$ cat src/alu_pkg.sv
// constants, types and register map of the shift/logic/bit datapath
// assumes a single 100 MHz core clock and an Avalon-MM register bus
package alu_pkg;
	localparam int DATA_W = 8;
	localparam int MSB = DATA_W - 1;
	localparam int NIB = DATA_W / 2;
	localparam int BUS_W = 32;
	localparam int ADDR_W = 8;
	localparam int ALIGN_W = 2;
	localparam int MEM_ADDR_W = 4;
	localparam int MEM_DEPTH = 16;
	localparam int OP_W = 4;
	localparam int BIT_W = 3;
	// register byte offsets
	localparam logic [ADDR_W-1:0] OFF_CMD = 8'h00;
	localparam logic [ADDR_W-1:0] OFF_WORK = 8'h04;
	localparam logic [ADDR_W-1:0] OFF_FLAGS = 8'h08;
	localparam logic [ADDR_W-1:0] OFF_IO = 8'h0C;
	localparam logic [ADDR_W-1:0] OFF_MEM = 8'h40;
	localparam logic [ADDR_W-1:0] OFF_MEM_END = 8'h80;
	// command word fields
	localparam int CMD_OP_LSB = 0;
	localparam int CMD_BIT_LSB = 4;
	localparam int CMD_MEM_OPND = 8;
	localparam int CMD_MEM_DEST = 9;
	localparam int CMD_IMM_LSB = 16;
	localparam int CMD_ADDR_LSB = 24;
	// reset values
	localparam logic [DATA_W-1:0] ZERO_BYTE = 8'h00;
	localparam logic [DATA_W-1:0] ONE_BYTE = 8'h01;
	localparam logic [BUS_W-1:0] ZERO_WORD = 32'h00000000;
	localparam logic [ALIGN_W-1:0] ALIGNED = 2'h0;

	typedef struct packed {
		logic signed_wrap_flag;
		logic half_result_flag;
		logic arith_bit_out_flag;
		logic result_nil_flag;
	} flags_t;

	localparam flags_t FLAGS_RESET = 4'h0;

	typedef enum logic [OP_W-1:0] {
		op_nop = 4'h0,
		op_shift_right_zero_fill = 4'h1,
		op_rotate_right_carry = 4'h2,
		op_shift_left_zero_fill = 4'h3,
		op_rotate_left_carry = 4'h4,
		op_nibble_swap = 4'h5,
		op_and = 4'h6,
		op_or = 4'h7,
		op_xor = 4'h8,
		op_negate = 4'h9,
		op_io_clear_bit_op = 4'hA,
		op_io_force_bit_high_op = 4'hB,
		op_mem_clear_bit_op = 4'hC,
		op_mem_force_bit_high_op = 4'hD
	} op_t;
endpackage : alu_pkg

$ cat src/alu_if.sv
// operands, command and results passed between register side and datapath
// assumes both ends sit in the same clock domain
`timescale 1ns/100ps
interface alu_if;
	import alu_pkg::*;
	op_t op;
	logic [BIT_W-1:0] bit_sel;
	logic mem_operand;
	logic mem_dest;
	logic [DATA_W-1:0] imm;
	logic [DATA_W-1:0] work;
	logic [DATA_W-1:0] mem_byte;
	logic [DATA_W-1:0] io_byte;
	flags_t flags_in;
	logic [DATA_W-1:0] result;
	logic wr_work;
	logic wr_mem;
	logic wr_io;
	flags_t flags_out;
	modport unit (input op, bit_sel, mem_operand, mem_dest, imm, work, mem_byte, io_byte,
		flags_in, output result, wr_work, wr_mem, wr_io, flags_out);
	modport ctrl (output op, bit_sel, mem_operand, mem_dest, imm, work, mem_byte, io_byte,
		flags_in, input result, wr_work, wr_mem, wr_io, flags_out);
endinterface : alu_if

$ cat src/alu_unit.sv
// combinational shift, logic, negate and single-bit datapath
// assumes the caller commits result only when a write strobe is set, and flags on every command
`timescale 1ns/100ps
module alu_unit (
	alu_if.unit bus // operands in, result and strobes out
);
	import alu_pkg::*;
	logic [DATA_W-1:0] opnd;
	logic [DATA_W-1:0] mask;
	logic [DATA_W-1:0] res;
	flags_t fl;
	logic wk;
	logic wm;
	logic wi;

	always_comb begin
		opnd = bus.mem_operand ? bus.mem_byte : bus.work;
		mask = DATA_W'(ONE_BYTE << bus.bit_sel); // [RULE21]
		res = opnd;
		fl = bus.flags_in;
		wk = 1'b0;
		wm = 1'b0;
		wi = 1'b0;
		case (bus.op)
			op_shift_right_zero_fill: begin
				res = {1'b0, opnd[MSB:1]}; // [RULE1] [RULE3]
				fl.arith_bit_out_flag = opnd[0]; // [RULE8]
				wm = bus.mem_operand;
				wk = !bus.mem_operand;
			end
			op_rotate_right_carry: begin
				res = {bus.flags_in.arith_bit_out_flag, opnd[MSB:1]}; // [RULE2] [RULE3]
				fl.arith_bit_out_flag = opnd[0];
				wm = bus.mem_operand;
				wk = !bus.mem_operand;
			end
			op_shift_left_zero_fill: begin
				res = {opnd[MSB-1:0], 1'b0}; // [RULE4] [RULE6]
				fl.arith_bit_out_flag = opnd[MSB];
				wm = bus.mem_operand;
				wk = !bus.mem_operand;
			end
			op_rotate_left_carry: begin
				res = {opnd[MSB-1:0], bus.flags_in.arith_bit_out_flag}; // [RULE5] [RULE7]
				fl.arith_bit_out_flag = opnd[MSB];
				wm = bus.mem_operand;
				wk = !bus.mem_operand;
			end
			op_nibble_swap: begin
				res = {bus.work[NIB-1:0], bus.work[MSB:NIB]}; // [RULE9]
				wk = 1'b1;
			end
			op_and, op_or: begin
				// a memory destination always takes the memory byte as operand
				opnd = (bus.mem_operand || bus.mem_dest) ? bus.mem_byte : bus.imm;
				res = (bus.op == op_and) ? (bus.work & opnd) : (bus.work | opnd); // [RULE10] [RULE11]
				fl.result_nil_flag = (res == ZERO_BYTE); // [RULE13] [RULE20]
				wm = bus.mem_dest;
				wk = !bus.mem_dest;
			end
			op_xor: begin
				res = bus.work ^ bus.imm; // [RULE12]
				fl.result_nil_flag = (res == ZERO_BYTE);
				wk = 1'b1;
			end
			op_negate: begin
				res = DATA_W'(~bus.mem_byte + ONE_BYTE); // [RULE14]
				fl.result_nil_flag = (res == ZERO_BYTE);
				wm = 1'b1;
			end
			op_io_clear_bit_op: begin
				res = bus.io_byte & ~mask; // [RULE15]
				wi = 1'b1;
			end
			op_io_force_bit_high_op: begin
				res = bus.io_byte | mask; // [RULE16]
				wi = 1'b1;
			end
			op_mem_clear_bit_op: begin
				res = bus.mem_byte & ~mask; // [RULE17] [RULE19]
				wm = 1'b1;
			end
			op_mem_force_bit_high_op: begin
				res = bus.mem_byte | mask; // [RULE18]
				wm = 1'b1;
			end
			default: begin
				res = opnd;
			end
		endcase
		bus.result = res;
		bus.flags_out = fl;
		bus.wr_work = wk;
		bus.wr_mem = wm;
		bus.wr_io = wi;
	end
endmodule : alu_unit

$ cat src/shift_logic_bit_alu.sv
// register side of the shift/logic/bit datapath: Avalon-MM slave, work register,
// flags, io port register and data memory, with one command register that executes
// assumes a master that holds each request until it samples waitrequest low
//
// Notes on behaviour
// [RULE1] right shift work register, zero into bit 7
// [RULE2] right rotate through carry flag, work register
// [RULE3] both right shifts also on memory byte
// [RULE4] left shift work register, zero into bit 0
// [RULE5] left rotate through carry flag, work register
// [RULE6] left shift on memory byte, written back
// [RULE7] left rotate through carry on memory byte
// [RULE8] shifts and rotates touch only carry flag
// [RULE9] nibble swap of work register, flags kept
// [RULE10] and with immediate or memory byte
// [RULE11] or with immediate or memory byte
// [RULE12] xor of work register with immediate
// [RULE13] logic ops and negate touch only nil
// [RULE14] negate memory byte in two's complement
// [RULE15] clear selected io port bit only
// [RULE16] set selected io port bit only
// [RULE17] clear selected memory bit only
// [RULE18] set selected memory bit only
// [RULE19] bit operations leave all flags unchanged
// [RULE20] nil flag set when result is zero
// [RULE21] three-bit index; rotates use old carry
//
// The implementer's own choices: the Avalon-MM interface to the registers and the register offsets.
`timescale 1ns/100ps
module shift_logic_bit_alu (
	input wire logic clk, // core clock, 100 MHz
	input wire logic rst, // asynchronous reset, active high
	input wire logic [alu_pkg::ADDR_W-1:0] avs_address, // byte address
	input wire logic avs_read, // read request
	input wire logic avs_write, // write request
	input wire logic [alu_pkg::BUS_W-1:0] avs_writedata, // write data
	output logic [alu_pkg::BUS_W-1:0] avs_readdata, // read data
	output logic avs_waitrequest, // low for one cycle to finish a request
	output logic [alu_pkg::DATA_W-1:0] io_port // io port register
);
	import alu_pkg::*;

	alu_if bus ();

	logic waitrequest_q;
	logic [BUS_W-1:0] readdata_q;
	logic [BUS_W-1:0] cmd_q;
	logic [DATA_W-1:0] work_q;
	flags_t flags_q;
	logic [DATA_W-1:0] io_q;
	logic [DATA_W-1:0] mem_q [MEM_DEPTH];

	logic access;
	logic wr_commit;
	logic mem_hit;
	logic [MEM_ADDR_W-1:0] mem_idx;
	logic cmd_fire;
	op_t c_op;
	logic [BIT_W-1:0] c_bit;
	logic c_mopnd;
	logic c_mdest;
	logic [DATA_W-1:0] c_imm;
	logic [MEM_ADDR_W-1:0] c_addr;
	logic [DATA_W-1:0] rd_byte;

	assign access = avs_read || avs_write;
	// a write takes effect at the edge where waitrequest is seen low
	assign wr_commit = avs_write && !waitrequest_q;
	assign mem_hit = (avs_address >= OFF_MEM) && (avs_address < OFF_MEM_END)
		&& (avs_address[ALIGN_W-1:0] == ALIGNED);
	assign mem_idx = avs_address[ALIGN_W +: MEM_ADDR_W];
	assign cmd_fire = wr_commit && (avs_address == OFF_CMD);

	assign c_op = op_t'(avs_writedata[CMD_OP_LSB +: OP_W]);
	assign c_bit = avs_writedata[CMD_BIT_LSB +: BIT_W];
	assign c_mopnd = avs_writedata[CMD_MEM_OPND];
	assign c_mdest = avs_writedata[CMD_MEM_DEST];
	assign c_imm = avs_writedata[CMD_IMM_LSB +: DATA_W];
	assign c_addr = avs_writedata[CMD_ADDR_LSB +: MEM_ADDR_W];
	assign rd_byte = mem_q[c_addr];

	// datapath sees an operation only in the cycle the command commits
	assign bus.op = cmd_fire ? c_op : op_nop;
	assign bus.bit_sel = c_bit;
	assign bus.mem_operand = c_mopnd;
	assign bus.mem_dest = c_mdest;
	assign bus.imm = c_imm;
	assign bus.work = work_q;
	assign bus.mem_byte = rd_byte;
	assign bus.io_byte = io_q;
	assign bus.flags_in = flags_q; // [RULE21]

	alu_unit u_alu (
		.bus(bus)
	);

	assign avs_waitrequest = waitrequest_q;
	assign avs_readdata = readdata_q;
	assign io_port = io_q;

	// every access is answered one cycle after it is seen
	always_ff @(posedge clk or posedge rst) begin
		if (rst) begin
			waitrequest_q <= 1'b1;
		end else if (access && waitrequest_q) begin
			waitrequest_q <= 1'b0;
		end else begin
			waitrequest_q <= 1'b1;
		end
	end

	always_ff @(posedge clk or posedge rst) begin
		if (rst) begin
			readdata_q <= ZERO_WORD;
		end else if (avs_read && waitrequest_q) begin
			if (mem_hit) begin
				readdata_q <= BUS_W'(mem_q[mem_idx]);
			end else begin
				case (avs_address)
					OFF_CMD: begin
						readdata_q <= cmd_q;
					end
					OFF_WORK: begin
						readdata_q <= BUS_W'(work_q);
					end
					OFF_FLAGS: begin
						readdata_q <= BUS_W'(flags_q);
					end
					OFF_IO: begin
						readdata_q <= BUS_W'(io_q);
					end
					default: begin
						readdata_q <= ZERO_WORD;
					end
				endcase
			end
		end
	end

	always_ff @(posedge clk or posedge rst) begin
		if (rst) begin
			cmd_q <= ZERO_WORD;
		end else if (cmd_fire) begin
			cmd_q <= avs_writedata;
		end
	end

	// a committing command wins over nothing else: it is the only write in its cycle
	always_ff @(posedge clk or posedge rst) begin
		if (rst) begin
			work_q <= ZERO_BYTE;
		end else if (cmd_fire && bus.wr_work) begin
			work_q <= bus.result; // [RULE1] [RULE2] [RULE4] [RULE5] [RULE9] [RULE10] [RULE12]
		end else if (wr_commit && (avs_address == OFF_WORK)) begin
			work_q <= avs_writedata[DATA_W-1:0];
		end
	end

	always_ff @(posedge clk or posedge rst) begin
		if (rst) begin
			flags_q <= FLAGS_RESET;
		end else if (cmd_fire) begin
			flags_q <= bus.flags_out; // [RULE8] [RULE13] [RULE19]
		end else if (wr_commit && (avs_address == OFF_FLAGS)) begin
			flags_q <= flags_t'(avs_writedata[$bits(flags_t)-1:0]);
		end
	end

	always_ff @(posedge clk or posedge rst) begin
		if (rst) begin
			io_q <= ZERO_BYTE;
		end else if (cmd_fire && bus.wr_io) begin
			io_q <= bus.result; // [RULE15] [RULE16]
		end else if (wr_commit && (avs_address == OFF_IO)) begin
			io_q <= avs_writedata[DATA_W-1:0];
		end
	end

	always_ff @(posedge clk or posedge rst) begin
		if (rst) begin
			for (int i = 0; i < MEM_DEPTH; i++) begin
				mem_q[i] <= ZERO_BYTE;
			end
		end else if (cmd_fire && bus.wr_mem) begin
			mem_q[c_addr] <= bus.result; // [RULE3] [RULE6] [RULE7] [RULE14] [RULE17] [RULE18]
		end else if (wr_commit && mem_hit) begin
			mem_q[mem_idx] <= avs_writedata[DATA_W-1:0];
		end
	end

	// helper terms for the checks below
	logic is_shift;
	logic is_logic;
	logic is_bitop;
	logic [DATA_W-1:0] and_or_b;
	logic [DATA_W-1:0] bmask;
	assign is_shift = cmd_fire && (c_op inside {op_shift_right_zero_fill,
		op_rotate_right_carry, op_shift_left_zero_fill, op_rotate_left_carry});
	assign is_logic = cmd_fire && (c_op inside {op_and, op_or, op_xor, op_negate});
	assign is_bitop = cmd_fire && (c_op inside {op_io_clear_bit_op,
		op_io_force_bit_high_op, op_mem_clear_bit_op, op_mem_force_bit_high_op});
	assign and_or_b = (c_mopnd || c_mdest) ? rd_byte : c_imm;
	assign bmask = DATA_W'(ONE_BYTE << c_bit);
endmodule : shift_logic_bit_alu

$ cat config.mk
export PLATFORM = sky130hd
export DESIGN_NAME = shift_logic_bit_alu
export DESIGN_NICKNAME = d
export VERILOG_FILES = /design/src/alu_pkg.sv /design/src/alu_if.sv /design/src/alu_unit.sv /design/src/shift_logic_bit_alu.sv
export SDC_FILE = /design/constraint.sdc
export NUM_CORES = 1
export LEC_CHECK = 0
export ABC_AREA = 0
export BUFFER_PORTS_ARGS = -buffer_cell sky130_fd_sc_hd__buf_2
export CAP_MARGIN = 20
export CORE_UTILIZATION = 60
export DETAILED_ROUTE_END_ITERATION = 10
export PLACE_DENSITY = 0.79
export SYNTH_ARGS = -nofsm -noshare
export SYNTH_HDL_FRONTEND = slang
export SYNTH_SLANG_ARGS = --single-unit
$ cat constraint.sdc
create_clock -name clk -period 7.5 [get_ports clk]
set_clock_uncertainty 0.15 [all_clocks]
set_input_delay 0.75 -clock clk [delete_from_list [all_inputs] [get_ports clk]]
set_output_delay 0.75 -clock clk [all_outputs]
set_load 0.005 [all_outputs]
==> summary.md <==
| Metric | Value |
|---|---|
| LEAKAGE | `6.23 nW` |
| First-pass GRT wire length | `74.8 mm` |
| Most frequently used flop master after synthesis | `dfrtp_1` |
| Post-DP Area | `0.0138 mm2` |
| WP data arrival | `4.95 ns` |
| Distinct cells, synth | `88` |
| R2r setup slk | `2.91 ns` |
| Total clock sinks | `213` |
| Synthesized area per cell | `10.1 um2` |
| Worst skew pair latency | `0.54 ns` |
| Total Wirelength | `50.6 mm` |
| Post-route design area | `0.0147 mm2` |
| Vias in the first global route | `12030` |
| Multiplexer area fraction after synthesis | `15.7%` |
| Clock-pin slew on the worst setup and hold paths | `0.07 ns` |
| GRT Total Usage | `45.2%` |
| Final #Nets | `1389` |
| First drt pass iteration count | `6` |
| Critical path peak fanout | `33` |
| Clock Root Buffer | `clkbuf_16` |
| RSZ-0062 raised after global routing | `false` |
| Max Fclk | `210 MHz` |
| Final Total Pwr | `2.82 mW` |
| Max incr delay on CP | `0.83 ns` |
| Min-Delay Path Class | `input pin to asynchronous set/reset pin` |
| Post-Syn Area | `0.0133 mm2` |
| Critical Path End Type | `flop` |
| Htree depth | `1` |
| Area growth syn-to-layout | `10.6%` |
| # rows | `54` |
| Final ANT Viol Nets | `0` |
| Post-synthesis compound-gate area fraction | `24.7%` |
| Largest family of logic cells by synthesized area | `compound AO/OA/AOI/OAI gates` |
| Synth Warn # | `0` |
| Final min period | `4.75 ns` |
| WL/cell | `30.8 um` |
| Setup violators final | `0` |
| Hold-fix buffers at CTS | `0` |
| DR vias | `12656` |
| XOR/XNOR share of the synthesized area | `0.988%` |
| Fin crit share | `63.3%` |
| Via density per instance | `7.70` |
| Initial DRC Count | `1946` |
| GPL Wtd Cong | `1.04` |
| Final Hold Fails | `0` |
| Starting Density | `61.1%` |
| Status | `complete, no violations` |
| CP max stage cell | `mux4_1` |
| Top area cells in the synthesized netlist | `dfrtp_1 (40%), mux4_2 (12%), a22oi_1 (7.2%), nand2_1 (5.8%), o21ai_0 (5.6%)` |
| I/O Pins | `85` |
| Clk buf depth | `3` |
| Final-report max-slew violation count | `0` |
| Max Cap Viol | `0` |
| Worst path cell trace | `buf_2 > mux4_1 > mux4_2 > a21o_1 > o21ai_0 > a21oi_1 > a2111oi_0 > a22o_1 > o21ai_0` |
| Cts repair resizes | `0` |
| Area leader, netlist | `dfrtp_1` |
| Critical path type | `input pin to flop` |
| Dpl hpwl | `33.9 mm` |
| Initial antenna violation count | `4` |
| TNS Setup | `0 ns` |
| Req. time, crit path | `7.70 ns` |
| Yosys reg bits | `213` |
| Die X | `151 um` |
| Worst rel slew slack | `23.8%` |
| Adder-cell area share of the yosys netlist | `0.584%` |
| Seq/Total Area, Yosys | `40.1%` |
| Post-synth top area share | `39.9%` |
| Post-Syn Instances | `1321` |
| Stages on worst setup path | `9` |
| GR Overflow Total | `0` |
| Worst path buffer plus inverter count | `1` |
| Tightest Pin Transition | `1.14 ns` |
| Syn Nets | `1367` |
| Worst Setup Start Kind | `input pin` |
| Setup bufs post-CTS | `0` |
| Core Area | `0.0218 mm2` |
| Largest net degree at the start of global routing | `132` |
| I/O Buffers | `84` |
| Worst R2R Path Depth | `9` |
| VDD IR-drop max | `0.198 mV` |
| Simple-gate share of the synthesized area | `13.7%` |
| Fraction of layout cells with a size suffix above 1 | `20.5%` |
| Async S/R FF share, synth | `100%` |
| Fin util | `67.5%` |
| Cell mode on critical path | `o21ai_0` |
| Post-synth EDFFs | `0` |
| Cell Pwr Density | `192 mW/mm2` |
| CTS Buf Count | `24` |
| Die area | `0.0228 mm2` |
| # DRC | `0` |
| Die Y | `151 um` |
| CTS tree | `done` |
| CP delay by family, top | `compound AO/OA/AOI/OAI gates` |
[final cells by class]
cell class / count / area (um2)
multi-input combinational: 981 / 7450
fill: 1685 / 7060
sequential: 213 / 5330
clock buffer: 36 / 717
timing repair buffer: 105 / 603
tap: 280 / 350
clock inverter: 8 / 161
inverter: 18 / 75.1
antenna: 3 / 7.51
[synthesized netlist by cell type, types with 5 or more instances]
library cell,n
o22ai_1,7
mux2_2,13
o2111ai_1,8
or3_1,5
a31oi_1,8
nand2b_1,7
nand4_1,13
nor3_1,28
buf_6,7
dfrtp_1,212
inv_1,18
a21oi_1,24
o221ai_1,8
a22o_1,32
mux4_1,7
nor4_1,7
xor2_1,6
a221oi_1,5
o21ai_1,5
nand3_1,19
and2_1,11
buf_1,13
o211ai_1,14
a211oi_2,5
and3_1,8
mux2i_1,18
o21ai_2,19
xnor2_1,9
clkbuf_1,74
nand2_1,206
mux4_2,70
nor2b_1,14
nor2_1,34
a22oi_1,127
buf_2,10
a32oi_1,8
nor3b_1,5
o21ai_0,149
[logic make-up (layout without fill, tap and decap cells)]
kind of cell,Yosys count,count (layout)
adder cells (fa/ha/maj),7,7
AND/OR/NAND/NOR,386,386
XOR/XNOR,15,15
other,0,3
flip-flops,213,213
multiplexers,108,108
AO/OA/AOI/OAI,465,465
buffers and inverters,127,167
[power breakdown]
part / switching, mW / internal, mW
Clock: 0.501 / 0.802
Sequential: 0.0326 / 1.18
Combinational: 0.208 / 0.102
[through the flow]
step | std cells | setup slack [ns] | hold WS (ns)
after floorplan | 1321 | 0.779 | 0.292
after global placement | 1594 | 2.35 | 0.308
after detailed placement | 1594 | 2.09 | 0.313
after CTS | 1638 | 2.62 | 0.259
after global routing | 1642 | 2.59 | 0.281
final | 1644 | 2.75 | 0.228
[cell usage in the layout (no fill, tap or decap), types with 6 or more instances in the layout]
cell type and instances:
nor2b_1 14, a22o_1 32, o21ai_0 149, and2_1 11, dfrtp_1 212, o22ai_1 7, mux2i_1 18, xnor2_1 9
buf_4 18, nand2_1 206, nand4_1 13, nor4_1 6, o21ai_2 19, mux4_1 7, mux4_2 70, a22oi_1 127
nor3_1 27, clkbuf_1 6, nor2_1 34, o211ai_1 14, nand2b_1 7, and3_1 8, nand3_1 18, a31oi_1 8
a21oi_1 24, xor2_1 6, o221ai_1 8, mux2_2 13, buf_2 84, o2111ai_1 8, inv_1 17, clkbuf_16 25
a32oi_1 8
[final timing paths]
check / start / end
worst max-delay path: avs_writedata[25] / mem_q[110]
worst min-delay path: rst / mem_q[15]
worst max register to register: avs_waitrequest / mem_q[2]
worst min register to register: cmd_q[8] / cmd_q[8]
max in group asynchronous: rst / avs_readdata[20]
min in group clk: avs_writedata[28] / cmd_q[28]
[registers in the layout (all words and copies together) (netlist names)]
name	cells
bus.flags_in	4
mem_q	128
io_port	8
avs_readdata	32
cmd_q	32
bus.work	8
avs_waitrequest	1
[per-layer routing]
metal | track usage (%) | part of all wire, %
met5 | 0 | 0
met4 | 30.5 | 8.2
met3 | 12.5 | 13
met2 | 66.5 | 43
met1 | 58.4 | 35
No activity file was read; power rests on OpenSTA's default activity.
